`src/hw/mqp_pkg.sv`:
```
// Shared constants and carrier types of the MIDI word port and run control block
package mqp_pkg;

  localparam logic [31:0] MQP_ADDR_GEN_RUN  = 32'hC8000000;
  localparam logic [31:0] MQP_ADDR_IRQ_EN   = 32'hCF0001E8;
  localparam logic [31:0] MQP_ADDR_RX_PORT  = 32'hCF0001EC;
  localparam logic [31:0] MQP_ADDR_TX0_PORT = 32'hCF0001F0;
  localparam logic [31:0] MQP_ADDR_TX1_PORT = 32'hCF0001F4;
  localparam logic [31:0] MQP_ADDR_IRQ_STAT = 32'hCF0001F8;

  localparam logic [31:0] MQP_RESET_WORD    = 32'h00000000;
  localparam logic [2:0]  MQP_RESET_BITS3   = 3'h0;

  localparam int          MQP_BIT_FIRST_TX  = 0;
  localparam int          MQP_BIT_SECOND_TX = 1;
  localparam int          MQP_BIT_RX        = 2;

  localparam int          MQP_NUM_RX_MACH   = 4;
  localparam int          MQP_NUM_TX        = 2;
  localparam int          MQP_NUM_BUF       = 3;
  localparam int          MQP_BUF_RX        = 0;
  localparam int          MQP_BUF_TX0       = 1;
  localparam int          MQP_BUF_TX1       = 2;

  localparam int          MQP_PTR_W         = 4;
  localparam int          MQP_CNT_W         = 5;
  localparam logic [4:0]  MQP_BUF_DEPTH     = 5'h10;
  localparam logic [4:0]  MQP_CNT_ONE       = 5'h01;
  localparam logic [3:0]  MQP_PTR_ONE       = 4'h1;

  // One 32-bit MIDI word as carried on the ports and in the buffers
  typedef struct packed {
    logic [2:0] port_map;
    logic [1:0] source;
    logic       zero;
    logic [1:0] count;
    logic [7:0] byte1;
    logic [7:0] byte2;
    logic [7:0] byte3;
  } mqp_word_s;

  // What one receive machine hands over
  typedef struct packed {
    logic [2:0] port_map;
    logic [1:0] count;
    logic [7:0] byte1;
    logic [7:0] byte2;
    logic [7:0] byte3;
  } mqp_rx_in_s;

  typedef struct packed {
    logic irx_run;
    logic itx_run;
    logic avs_run;
  } mqp_run_s;

endpackage : mqp_pkg

```
`src/hw/mqp_word_mem.sv`:
```
// Buffer storage with write-first registered read port
`timescale 1ns/1ps
module mqp_word_mem
  import mqp_pkg::*;
(
  input  wire logic                 sys_clk,
  input  wire logic                 reset_n,
  input  wire logic                 wr_en,
  input  wire logic [MQP_PTR_W-1:0] wr_addr,
  input  wire mqp_word_s            wr_data,
  input  wire logic [MQP_PTR_W-1:0] rd_addr,
  output mqp_word_s                 rd_data
);

  mqp_word_s mem_reg [2**MQP_PTR_W];
  mqp_word_s rd_data_reg;
  mqp_word_s rd_data_next;

  always_comb begin
    // Bypass so a word written to the head slot is visible at once
    if (wr_en && (wr_addr == rd_addr)) begin
      rd_data_next = wr_data;
    end else begin
      rd_data_next = mem_reg[rd_addr];
    end
  end

  always_ff @(posedge sys_clk) begin
    if (wr_en) begin
      mem_reg[wr_addr] <= wr_data;
    end
  end

  always_ff @(posedge sys_clk or negedge reset_n) begin
    if (!reset_n) begin
      rd_data_reg <= MQP_RESET_WORD;
    end else begin
      rd_data_reg <= rd_data_next;
    end
  end

  assign rd_data = rd_data_reg;

endmodule : mqp_word_mem

```
`src/hw/mqp_midi_port.sv`:
```
// MIDI word port registers, word buffers and stream run control
//
// Implementation choice: the address-and-strobe port.
`timescale 1ns/1ps
module mqp_midi_port
  import mqp_pkg::*;
(
  input  wire logic                         sys_clk,
  input  wire logic                         reset_n,
  input  wire logic [31:0]                  reg_addr,
  input  wire logic [31:0]                  reg_wdata,
  input  wire logic                         reg_wr,
  input  wire logic                         reg_rd,
  output logic [31:0]                       reg_rdata,
  input  wire logic [MQP_NUM_RX_MACH-1:0]   rx_valid,
  input  wire mqp_rx_in_s [MQP_NUM_RX_MACH-1:0] rx_in,
  output logic [MQP_NUM_RX_MACH-1:0]        rx_ready,
  output logic [MQP_NUM_TX-1:0]             tx_valid,
  output mqp_word_s [MQP_NUM_TX-1:0]        tx_word,
  input  wire logic [MQP_NUM_TX-1:0]        tx_ready,
  output mqp_run_s                          run_ctrl,
  output logic                              irq
);

  mqp_run_s                   run_reg;
  mqp_run_s                   run_next;
  logic [2:0]                 irq_en_reg;
  logic [2:0]                 irq_en_next;
  logic [2:0]                 irq_stat_reg;
  logic [2:0]                 irq_stat_next;
  logic [31:0]                rdata_reg;
  logic [31:0]                rdata_next;

  logic [MQP_NUM_BUF-1:0]     buf_push;
  logic [MQP_NUM_BUF-1:0]     buf_pop;
  logic [MQP_NUM_BUF-1:0]     buf_empty;
  logic [MQP_NUM_BUF-1:0]     buf_full;
  logic [MQP_NUM_BUF-1:0]     buf_drained;
  mqp_word_s [MQP_NUM_BUF-1:0] buf_din;
  mqp_word_s [MQP_NUM_BUF-1:0] buf_head;

  mqp_word_s                  rx_word;
  logic [MQP_NUM_RX_MACH-1:0] rx_grant;
  logic                       rx_open;
  logic                       tx_open;

  logic                       hit_gen;
  logic                       hit_en;
  logic                       hit_rx;
  logic                       hit_tx0;
  logic                       hit_tx1;
  logic                       hit_stat;

  assign hit_gen  = (reg_addr == MQP_ADDR_GEN_RUN);
  assign hit_en   = (reg_addr == MQP_ADDR_IRQ_EN);
  assign hit_rx   = (reg_addr == MQP_ADDR_RX_PORT);
  assign hit_tx0  = (reg_addr == MQP_ADDR_TX0_PORT);
  assign hit_tx1  = (reg_addr == MQP_ADDR_TX1_PORT);
  assign hit_stat = (reg_addr == MQP_ADDR_IRQ_STAT);

  // Receivers and transmitters only move words while their side runs
  assign rx_open = run_reg.avs_run & run_reg.irx_run;
  assign tx_open = run_reg.avs_run & run_reg.itx_run;

  // Fixed priority among the receive machines, lowest index first
  always_comb begin
    rx_grant = '0;
    rx_word  = MQP_RESET_WORD;
    if (rx_open && !buf_full[MQP_BUF_RX]) begin
      for (int m = MQP_NUM_RX_MACH - 1; m >= 0; m--) begin
        if (rx_valid[m]) begin
          rx_grant = '0;
          rx_grant[m] = 1'b1;
          rx_word.port_map = rx_in[m].port_map;
          rx_word.source   = 2'(m);
          rx_word.zero     = 1'b0;
          rx_word.count    = rx_in[m].count;
          rx_word.byte1    = rx_in[m].byte1;
          rx_word.byte2    = rx_in[m].byte2;
          rx_word.byte3    = rx_in[m].byte3;
        end
      end
    end
  end

  assign rx_ready = rx_grant;

  // Buffer traffic: receive fed by machines, drained by port reads
  always_comb begin
    buf_push             = '0;
    buf_pop              = '0;
    buf_din              = '0;
    buf_push[MQP_BUF_RX] = |rx_grant;
    buf_din[MQP_BUF_RX]  = rx_word;
    buf_pop[MQP_BUF_RX]  = reg_rd & hit_rx & ~buf_empty[MQP_BUF_RX];
    // A write to a full transmit buffer is dropped
    buf_push[MQP_BUF_TX0] = reg_wr & hit_tx0 & ~buf_full[MQP_BUF_TX0];
    buf_push[MQP_BUF_TX1] = reg_wr & hit_tx1 & ~buf_full[MQP_BUF_TX1];
    buf_din[MQP_BUF_TX0]  = reg_wdata;
    buf_din[MQP_BUF_TX1]  = reg_wdata;
    buf_pop[MQP_BUF_TX0]  = tx_valid[0] & tx_ready[0];
    buf_pop[MQP_BUF_TX1]  = tx_valid[1] & tx_ready[1];
  end

  // One shared receive buffer and one buffer per transmitter
  for (genvar g = 0; g < MQP_NUM_BUF; g++) begin : gen_buf
    logic [MQP_PTR_W-1:0] wr_ptr_reg;
    logic [MQP_PTR_W-1:0] wr_ptr_next;
    logic [MQP_PTR_W-1:0] rd_ptr_reg;
    logic [MQP_PTR_W-1:0] rd_ptr_next;
    logic [MQP_CNT_W-1:0] cnt_reg;
    logic [MQP_CNT_W-1:0] cnt_next;

    always_comb begin
      wr_ptr_next = wr_ptr_reg;
      rd_ptr_next = rd_ptr_reg;
      cnt_next    = cnt_reg;
      if (buf_push[g]) begin
        wr_ptr_next = wr_ptr_reg + MQP_PTR_ONE;
      end
      if (buf_pop[g]) begin
        rd_ptr_next = rd_ptr_reg + MQP_PTR_ONE;
      end
      if (buf_push[g] && !buf_pop[g]) begin
        cnt_next = cnt_reg + MQP_CNT_ONE;
      end else if (!buf_push[g] && buf_pop[g]) begin
        cnt_next = cnt_reg - MQP_CNT_ONE;
      end
    end

    always_ff @(posedge sys_clk or negedge reset_n) begin
      if (!reset_n) begin
        wr_ptr_reg <= '0;
        rd_ptr_reg <= '0;
        cnt_reg    <= '0;
      end else begin
        wr_ptr_reg <= wr_ptr_next;
        rd_ptr_reg <= rd_ptr_next;
        cnt_reg    <= cnt_next;
      end
    end

    assign buf_empty[g]   = (cnt_reg == '0);
    assign buf_full[g]    = (cnt_reg == MQP_BUF_DEPTH);
    assign buf_drained[g] = buf_pop[g] & ~buf_push[g] & (cnt_reg == MQP_CNT_ONE);

    // Head word is prefetched so the port answers in one cycle
    mqp_word_mem u_mem (
      .sys_clk (sys_clk),
      .reset_n (reset_n),
      .wr_en   (buf_push[g]),
      .wr_addr (wr_ptr_reg),
      .wr_data (buf_din[g]),
      .rd_addr (rd_ptr_next),
      .rd_data (buf_head[g])
    );
  end

  assign tx_valid[0] = tx_open & ~buf_empty[MQP_BUF_TX0];
  assign tx_valid[1] = tx_open & ~buf_empty[MQP_BUF_TX1];
  assign tx_word[0]  = buf_head[MQP_BUF_TX0];
  assign tx_word[1]  = buf_head[MQP_BUF_TX1];

  // Register writes, interrupt flags and read data
  always_comb begin
    run_next      = run_reg;
    irq_en_next   = irq_en_reg;
    irq_stat_next = irq_stat_reg;
    rdata_next    = MQP_RESET_WORD;

    if (reg_wr && hit_gen) begin
      run_next.avs_run = reg_wdata[0];
      run_next.itx_run = reg_wdata[1];
      run_next.irx_run = reg_wdata[2];
    end
    if (reg_wr && hit_en) begin
      irq_en_next = reg_wdata[2:0];
    end
    if (reg_wr && hit_stat) begin
      irq_stat_next = irq_stat_reg & ~reg_wdata[2:0];
    end
    // New events are set after the clear so they are never lost
    if (buf_push[MQP_BUF_RX]) begin
      irq_stat_next[MQP_BIT_RX] = 1'b1;
    end
    if (buf_drained[MQP_BUF_TX0]) begin
      irq_stat_next[MQP_BIT_FIRST_TX] = 1'b1;
    end
    if (buf_drained[MQP_BUF_TX1]) begin
      irq_stat_next[MQP_BIT_SECOND_TX] = 1'b1;
    end

    // Transmit ports read as zero; receive port writes are ignored
    if (reg_rd) begin
      unique case (1'b1)
        hit_gen:  rdata_next = {29'h00000000, run_reg.irx_run, run_reg.itx_run, run_reg.avs_run};
        hit_en:   rdata_next = {29'h00000000, irq_en_reg};
        hit_stat: rdata_next = {29'h00000000, irq_stat_reg};
        hit_rx: begin
          if (!buf_empty[MQP_BUF_RX]) begin
            rdata_next = buf_head[MQP_BUF_RX];
          end
        end
        default:  rdata_next = MQP_RESET_WORD;
      endcase
    end
  end

  always_ff @(posedge sys_clk or negedge reset_n) begin
    if (!reset_n) begin
      run_reg      <= MQP_RESET_BITS3;
      irq_en_reg   <= MQP_RESET_BITS3;
      irq_stat_reg <= MQP_RESET_BITS3;
      rdata_reg    <= MQP_RESET_WORD;
    end else begin
      run_reg      <= run_next;
      irq_en_reg   <= irq_en_next;
      irq_stat_reg <= irq_stat_next;
      rdata_reg    <= rdata_next;
    end
  end

  assign reg_rdata = rdata_reg;
  assign run_ctrl  = run_reg;
  assign irq       = |(irq_stat_reg & irq_en_reg);

endmodule : mqp_midi_port

```
`config.mk`:
```
export PLATFORM = sky130hd
export DESIGN_NAME = mqp_midi_port
export DESIGN_NICKNAME = d
export VERILOG_FILES = /design/src/hw/mqp_pkg.sv /design/src/hw/mqp_word_mem.sv /design/src/hw/mqp_midi_port.sv
export SDC_FILE = /design/constraint.sdc
export NUM_CORES = 2
export LEC_CHECK = 0
export BUFFER_PORTS_ARGS = -buffer_cell sky130_fd_sc_hd__buf_2
export CORE_MARGIN = 2
export CORE_UTILIZATION = 60
export DETAILED_ROUTE_END_ITERATION = 10
export MAX_ROUTING_LAYER = met4
export PLACE_DENSITY = 0.78
export SLEW_MARGIN = 20
export SYNTH_ARGS = -nofsm -noshare
export SYNTH_HDL_FRONTEND = slang
export SYNTH_SLANG_ARGS = --single-unit
```
`constraint.sdc`:
```
create_clock -name sys_clk -period 7.5 [get_ports sys_clk]
set_input_delay 0.375 -clock sys_clk [delete_from_list [all_inputs] [get_ports sys_clk]]
set_output_delay 0.375 -clock sys_clk [all_outputs]
set_load 0.02 [all_outputs]
```
=== Yosys cells after proc, flatten, opt, wreduce, memory -nomap -nowiden ===
Memory sizes are Yosys's and may differ from the RTL's. A register that Yosys moved wholly into a read port is not among the register bits.
Cells that the tools add are included.

* Input port bits: 190
* Memories kept: 3
* Word-level logic and storage cells: 132
* Bits in writable memories: 1536
* Bits in registers: 80

* Equality and inequality tests: 11
* Reduce and logical (&&, ||, !) cells: 31
* Multiplexer cells: 32
* $add $sub $neg: 12
* Bitwise operators: 26

{| class="wikitable"
|+ Memory list
! name !! depth !! width !! read ports !! clocked after memory_dff !! write ports !! line !! source
|-
| gen_buf[0].u_mem.mem_reg || 16 || 32 || 1 || 1 || 1 || mqp_word_mem.sv:15 || <nowiki>mqp_word_s mem_reg [2**MQP_PTR_W];</nowiki>
|-
| gen_buf[1].u_mem.mem_reg || 16 || 32 || 1 || 1 || 1 || mqp_word_mem.sv:15 ||
|-
| gen_buf[2].u_mem.mem_reg || 16 || 32 || 1 || 1 || 1 || mqp_word_mem.sv:15 ||
|}

{| class="wikitable"
|+ Operators by type and width
! cell !! count
|-
| 32-bit 2-to-1 mux || 7
|-
| 32-bit == test, second input constant || 6
|-
| 32-bit case mux with 4 select lines || 1
|-
| 4-bit 2-to-1 mux || 8
|-
| 5-bit 2-to-1 mux || 6
|-
| 4-bit by 1-bit adder with 4-bit output, second input constant || 6
|-
| 1-bit bitwise AND || 16
|-
| 5-bit by 1-bit adder with 5-bit output, second input constant || 3
|-
| 5-bit == test, second input constant || 3
|-
| 5-bit zero test || 3
|-
| 5-bit by 1-bit subtractor with 5-bit output, second input constant || 3
|-
| 2-bit nonzero test || 6
|-
| 5-bit by 1-bit == test with 1-bit output, second input constant || 2
|-
| 1-bit logical AND || 10
|-
| 1-bit zero test || 10
|-
| 1-bit 2-to-1 mux || 9
|-
| 1-bit NOT || 7
|-
| 3-bit bitwise AND || 2
|-
| 4-bit OR reduction || 1
|-
| 3-bit 2-to-1 mux || 1
|-
| 3-bit NOT || 1
|-
| 3-bit OR reduction || 1
|}

=== Longest topological paths before layout ===
* Depth after elaboration: 10
* Mapped depth: 14

=== Modules after synthesis ===
From an unflattened synthesis, not the netlist that was laid out.

* Cells, all modules: 3075
* Area total of the unflattened synthesis: 65715.5 µm²

{| class="wikitable"
|+ By module, submodules not included
! module !! cells each !! times used !! area an instance (µm²) !! sequential area each (µm²)
|-
| mqp_word_mem || 879 || 3 || 20415.8 || 16175.5
|-
| mqp_midi_port || 438 || 1 || 4468.0 || 2001.9
|}

=== Least setup slack after synthesis ===
Ideal clock, no wire load.

* Path kind: input port to flip-flop
* Start: in reg_addr[15]
* End: mem gen_buf[1].u_mem.mem_reg[3][0] (netlist bit), enable pin
* Required time: 7.039 ns
* Cell stages on the path: 8
* Slack: 2.979 ns
* Arrival: 4.060 ns
* Buffers on the path: 2
* Cells stage by stage: nor4b_1 > nand4_1 > clkbuf_1 > nor3_1 > and2_1 > clkbuf_1 > nand2_1 > nor3_1

* Longest elaborated chain between the ends: 5

{| class="wikitable"
|+ RTL lines
! element !! line !! source
|-
| start, declared || mqp_midi_port.sv:10 || <nowiki>input wire logic [31:0] reg_addr,</nowiki>
|-
| 32-bit == test || mqp_midi_port.sv:57 || <nowiki>assign hit_tx0 = (reg_addr == MQP_ADDR_TX0_PORT);</nowiki>
|-
| 1-bit bitwise AND (2 in series) || mqp_midi_port.sv:97 || <nowiki>buf_push[MQP_BUF_TX0] = reg_wr & hit_tx0 & ~buf_full[MQP_BUF_TX0];</nowiki>
|-
| net gen_buf[1].u_mem.wr_en || mqp_word_mem.sv:8 || <nowiki>input wire logic wr_en,</nowiki>
|-
| 1-bit 2-to-1 mux || mqp_word_mem.sv:29 || <nowiki>if (wr_en) begin</nowiki>
|-
| 1-bit 2-to-1 mux (implied by the code) || mqp_word_mem.sv:30 || <nowiki>mem_reg[wr_addr] <= wr_data;</nowiki>
|-
| end, declared || mqp_word_mem.sv:15 ||
|}

The timed path passes the listed nets, and every way through them passes these cells.

=== Worst setup path in the final report ===
* Start: reg gen_buf[2].cnt_reg[0]
* End: reg, netlist name gen_buf[2].u_mem.rd_data[21]

* Longest elaborated chain between the ends: 5

{| class="wikitable"
|+ RTL lines
! element !! line !! source
|-
| start, declared || mqp_midi_port.sv:111 || <nowiki>logic [MQP_CNT_W-1:0] cnt_reg;</nowiki>
|-
| start signal, assigned || mqp_midi_port.sv:139 || <nowiki>cnt_reg <= cnt_next;</nowiki>
|-
| 5-bit zero test || mqp_midi_port.sv:143 || <nowiki>assign buf_empty[g] = (cnt_reg == '0);</nowiki>
|-
| 1-bit NOT || mqp_midi_port.sv:160 || <nowiki>assign tx_valid[1] = tx_open & ~buf_empty[MQP_BUF_TX1];</nowiki>
|-
| 1-bit bitwise AND || mqp_midi_port.sv:160 ||
|-
| 1-bit bitwise AND || mqp_midi_port.sv:102 || <nowiki>buf_pop[MQP_BUF_TX1] = tx_valid[1] & tx_ready[1];</nowiki>
|-
| 4-bit 2-to-1 mux || mqp_midi_port.sv:121 || <nowiki>if (buf_pop[g]) begin</nowiki>
|}

No other way between the ends.
A chain may end at the register's enable or synchronous reset.

==> key figures <==
Run status
  – Outcome: finished clean

Power and ir drop
  – Leakage: 27.6 nW
  – Internal: 0.0152 W
  – Comb pwr share: 0.026
  – Switching Fraction: 0.204
  – Sequential power share: 0.537
  – Sw Pwr: 0.00392 W
  – Clock power frac: 0.438
  – Peak VDD IR: 0.229 mV
  – Power density cells: 240 mW/mm2

Synth
  – Post-synth EDFFs: 1,520
  – Register bit count reported by yosys: 1,694
  – Post-Synth Simple-Gate Area: 0.0707
  – Post-Syn Area per Cell: 15.1 um2
  – Yosys top cell area share: 0.641
  – Post-Synth Adder-Cell Area: 0.00573
  – Xor-xnor portion of the synthesized cell area: 0.00599
  – Unique masters post-synth: 78
  – Post-Synthesis Cells: 4,705
  – Main combinational cell family by area after synthesis: multiplexers
  – Synth area leaders: edfxtp_1 64%, mux2i_1 7.6%, dfrtp_1 6.1%, a211oi_1 1.6%, mux2_2 1.5%
  – Top_reg_cell synth: edfxtp_1
  – Syn Nets: 4,927
  – Post-synth top area cell: edfxtp_1
  – Yosys warning total: 0
  – Sequential area share after synthesis: 0.702
  – Compound-Gate Fraction of Synth Area: 0.0845
  – Mux share of post-synthesis cell area: 0.103
  – Post-synthesis async set-or-reset flop share: 0.103
  – Synth Cell Area: 0.0712 mm2

STA
  – Final Max Slew Viols: 0
  – RSZ-0062 raised after global routing: no
  – Slew HR: 0.222
  – Worst slew pin tran: 1.17 ns
  – Worst hold slack: 0.0583 ns
  – Final Critical Period: 5.36 ns
  – TNS Setup: 0 ns
  – Clk_skew: 0.0247 ns
  – Fin. Hold Viols: 0
  – Fmax achieved: 186 MHz
  – Final Cycle Share: 0.715
  – Setup Viol. Count Final: 0

Worst setup path
  – Crit-path max cell delay: 0.76 ns
  – Worst path most repeated cell: buf_4
  – Reg-to-reg startpoint: gen_buf[2].cnt_reg[0]
  – Worst Setup Start Kind: register
  – Reg-to-reg slack, setup: 2.14 ns
  – Setup crit end kind: register
  – Worst path required time: 8.14 ns
  – Worst Setup Path Type: reg2reg
  – CP cell instances: inv_1, ha_1, nor4b_2, or4_1, buf_4, and2_4, clkinv_2, buf_4, a211oi_1, a311oi_1, o21ai_0, a21oi_1
  – R2R cell count: 12
  – R2r endpoint: gen_buf[2].u_mem.rd_data[21]
  – WP data arrival: 6.00 ns
  – Slowest cell on crit path: and2_4
  – Critical path peak fanout: 92

Detailed routing
  – Detailed Route WL: 186,000 um
  – Avg Vias per Cell: 6.77
  – Antenna viol nets, final: 0
  – Initial drt markers: 5,315
  – Routed len/inst: 28.2 um
  – DR pass1 iterations: 7
  – Routed via count: 44,559
  – Residual DRC: 0

Floorplanning
  – Die span in x: 349 um
  – Chip height: 349 um
  – Core area: 0.118 mm2
  – Initial Util: 0.604
  – Die ar.: 0.121 mm2
  – Std-Cell Rows: 126
  – IO Pins: 296

Job
  – Number of max-cap violations: 0

Clocking
  – Clock latency on the worst-skew pair: 0.78 ns
  – Htree depth: 4
  – Clock root buffer: clkbuf_16
  – CTS buffer count: 165
  – Post-cts resize count: 0
  – CTS tree: built
  – TritonCTS Sinks: 1,694
  – Clk buf depth: 3
  – Worst-path clk slew: 0.06 ns

GRT
  – Met1 Usage GRT: 0.396
  – GR Util met2: 0.505
  – Initial antenna violation count: 2
  – Gr ovfl total: 0
  – First-pass GRT wire length: 275,000 um
  – Gr busiest metal: met2
  – Largest net degree at the start of global routing: 137
  – Vias in the first global route: 44,519
  – Met3 Use GR: 0.0556
  – GRT Util Overall: 0.312

Cells and area
  – Number of flip-flops under the largest register name: 1,520
  – Design area: 0.0800 mm2
  – Final Util: 0.678
  – Layout Nets: 5,122
  – Ratio of cells with drive above 1 in the final layout: 0.185
  – Synthesis-to-layout area growth: 12.3%

Place
  – Placed wire-length estimate: 99,400 um
  – # port buffers: 294
  – DP Area: 0.0744 mm2
  – Placer's final routability congestion estimate: 0.828

Worst hold path
  – Hold Path Cell Cnt: 3
  – Hold endpoint: reg_rdata[0]
  – Hold Crit Class: in2reg
  – HP Start: reg_rd
## placed cells by master, fill, tap and decap left out, types with 10 or more instances in the layout
cell and count:
a211oi_1 149, a21oi_1 111, a221oi_1 59, a22oi_1 57, a311oi_1 64, a41oi_2 29, and2_1 68, and3_1 66
buf_2 293, buf_4 135, bufinv_16 15, clkbuf_1 42, clkbuf_16 167, clkbuf_8 18, clkinv_1 25, clkinv_2 23
dfrtp_1 172, edfxtp_1 1520, ha_1 30, inv_1 35, mux2_2 93, mux2i_1 540, mux4_2 38, nand2_1 241
nand3_1 109, nand4_1 19, nor2_1 93, nor2_4 40, nor3_1 164, nor3_2 16, nor4_1 75, nor4b_1 32
o211ai_1 30, o21ai_0 105, o22ai_1 154, o32ai_1 32, or4_1 10, xnor2_1 24, xor2_1 13
## kinds of logic (layout without fill, tap and decap cells)
family	count (synthesis)	count (layout)
AO/OA/AOI/OAI	833	833
XOR/XNOR	43	43
adder cells (fa/ha/maj)	32	32
buffers and inverters	448	786
flip-flops	1694	1694
multiplexers	673	673
other	1	4
AND/OR/NAND/NOR	981	981
## repair_timing
action	4_1_cts	5_1_grt
endpoints found under the hold margin	75	0
setup buffers	0	0
hold buffers	2	0
## worst max path at each step
stage                               start                        endpoint  slack [ns]  cells after the start
finish              gen_buf[2].cnt_reg[0]    gen_buf[2].u_mem.rd_data[21]        2.14                     12
global route        gen_buf[2].cnt_reg[0]     gen_buf[2].u_mem.rd_data[6]        1.78                     12
CTS                 gen_buf[2].cnt_reg[0]    gen_buf[2].u_mem.rd_data[21]        2.17                     12
detailed placement  gen_buf[2].cnt_reg[0]    gen_buf[2].u_mem.rd_data[21]        2.23                     12
global placement    gen_buf[2].cnt_reg[0]    gen_buf[2].u_mem.rd_data[10]        2.53                     12
floorplan                    reg_addr[15]  gen_buf[1].u_mem.mem_reg[3][0]        2.98                      8
## through the flow
stage	total power, W	worst slack (ns)	cells
floorplan	0.0107	2.98	4705
global placement	0.0110	2.53	6266
global route	0.0196	1.78	6580
CTS	0.0192	2.17	6578
finish	0.0192	2.14	6582
detailed placement	0.0110	2.23	6266
## power by group through the flow
stage / clock network, W / logic (W) / registers [W]
floorplan: 0 / 0.000261 / 0.0105
global placement: 0 / 0.000471 / 0.0105
detailed placement: 0 / 0.000486 / 0.0105
CTS: 0.00845 / 0.000490 / 0.0103
global route: 0.00882 / 0.000528 / 0.0103
finish: 0.00839 / 0.000492 / 0.0103
## synthesized netlist by cell type, types with 70 or more instances
| library cell | count |
|---|---|
| nor2_1 | 132 |
| clkbuf_1 | 270 |
| nand2_1 | 242 |
| nor3_1 | 182 |
| o22ai_1 | 154 |
| mux2_2 | 93 |
| edfxtp_1 | 1520 |
| and2_1 | 70 |
| a211oi_1 | 149 |
| a21oi_1 | 111 |
| o21ai_0 | 105 |
| dfrtp_1 | 174 |
| mux2i_1 | 542 |
| nor4_1 | 75 |
| nand3_1 | 110 |
## cell type report
class,count,area (um2)
fillers,7634,37900
inverters,43,170
multi-input cells,2563,19800
repair buffers,433,2560
well taps,1536,1920
flip-flops and latches,1694,50000
clock buffers,227,4580
clock inverters,83,955
diodes,3,7.51
## critical path: cells and delay by family, from the launching register on
family	cells	cell delay (ns)
buffers and inverters	4	1.85
AND/OR/NAND/NOR	3	1.70
AO/OA/AOI/OAI	4	0.87
flip-flops	1	0.45
adder cells (fa/ha/maj)	1	0.18
## metal layers
metal | up-vias | share of wire | wire length (um)
met5 | - | 0 | 0
met4 | 0 | 0.039 | 7300
met3 | 534 | 0.10 | 19200
met2 | 2886 | 0.49 | 91400
met1 | 22160 | 0.36 | 67700
li1 | 18979 | - | -
Note: power is estimated with default switching activity, not from simulation.
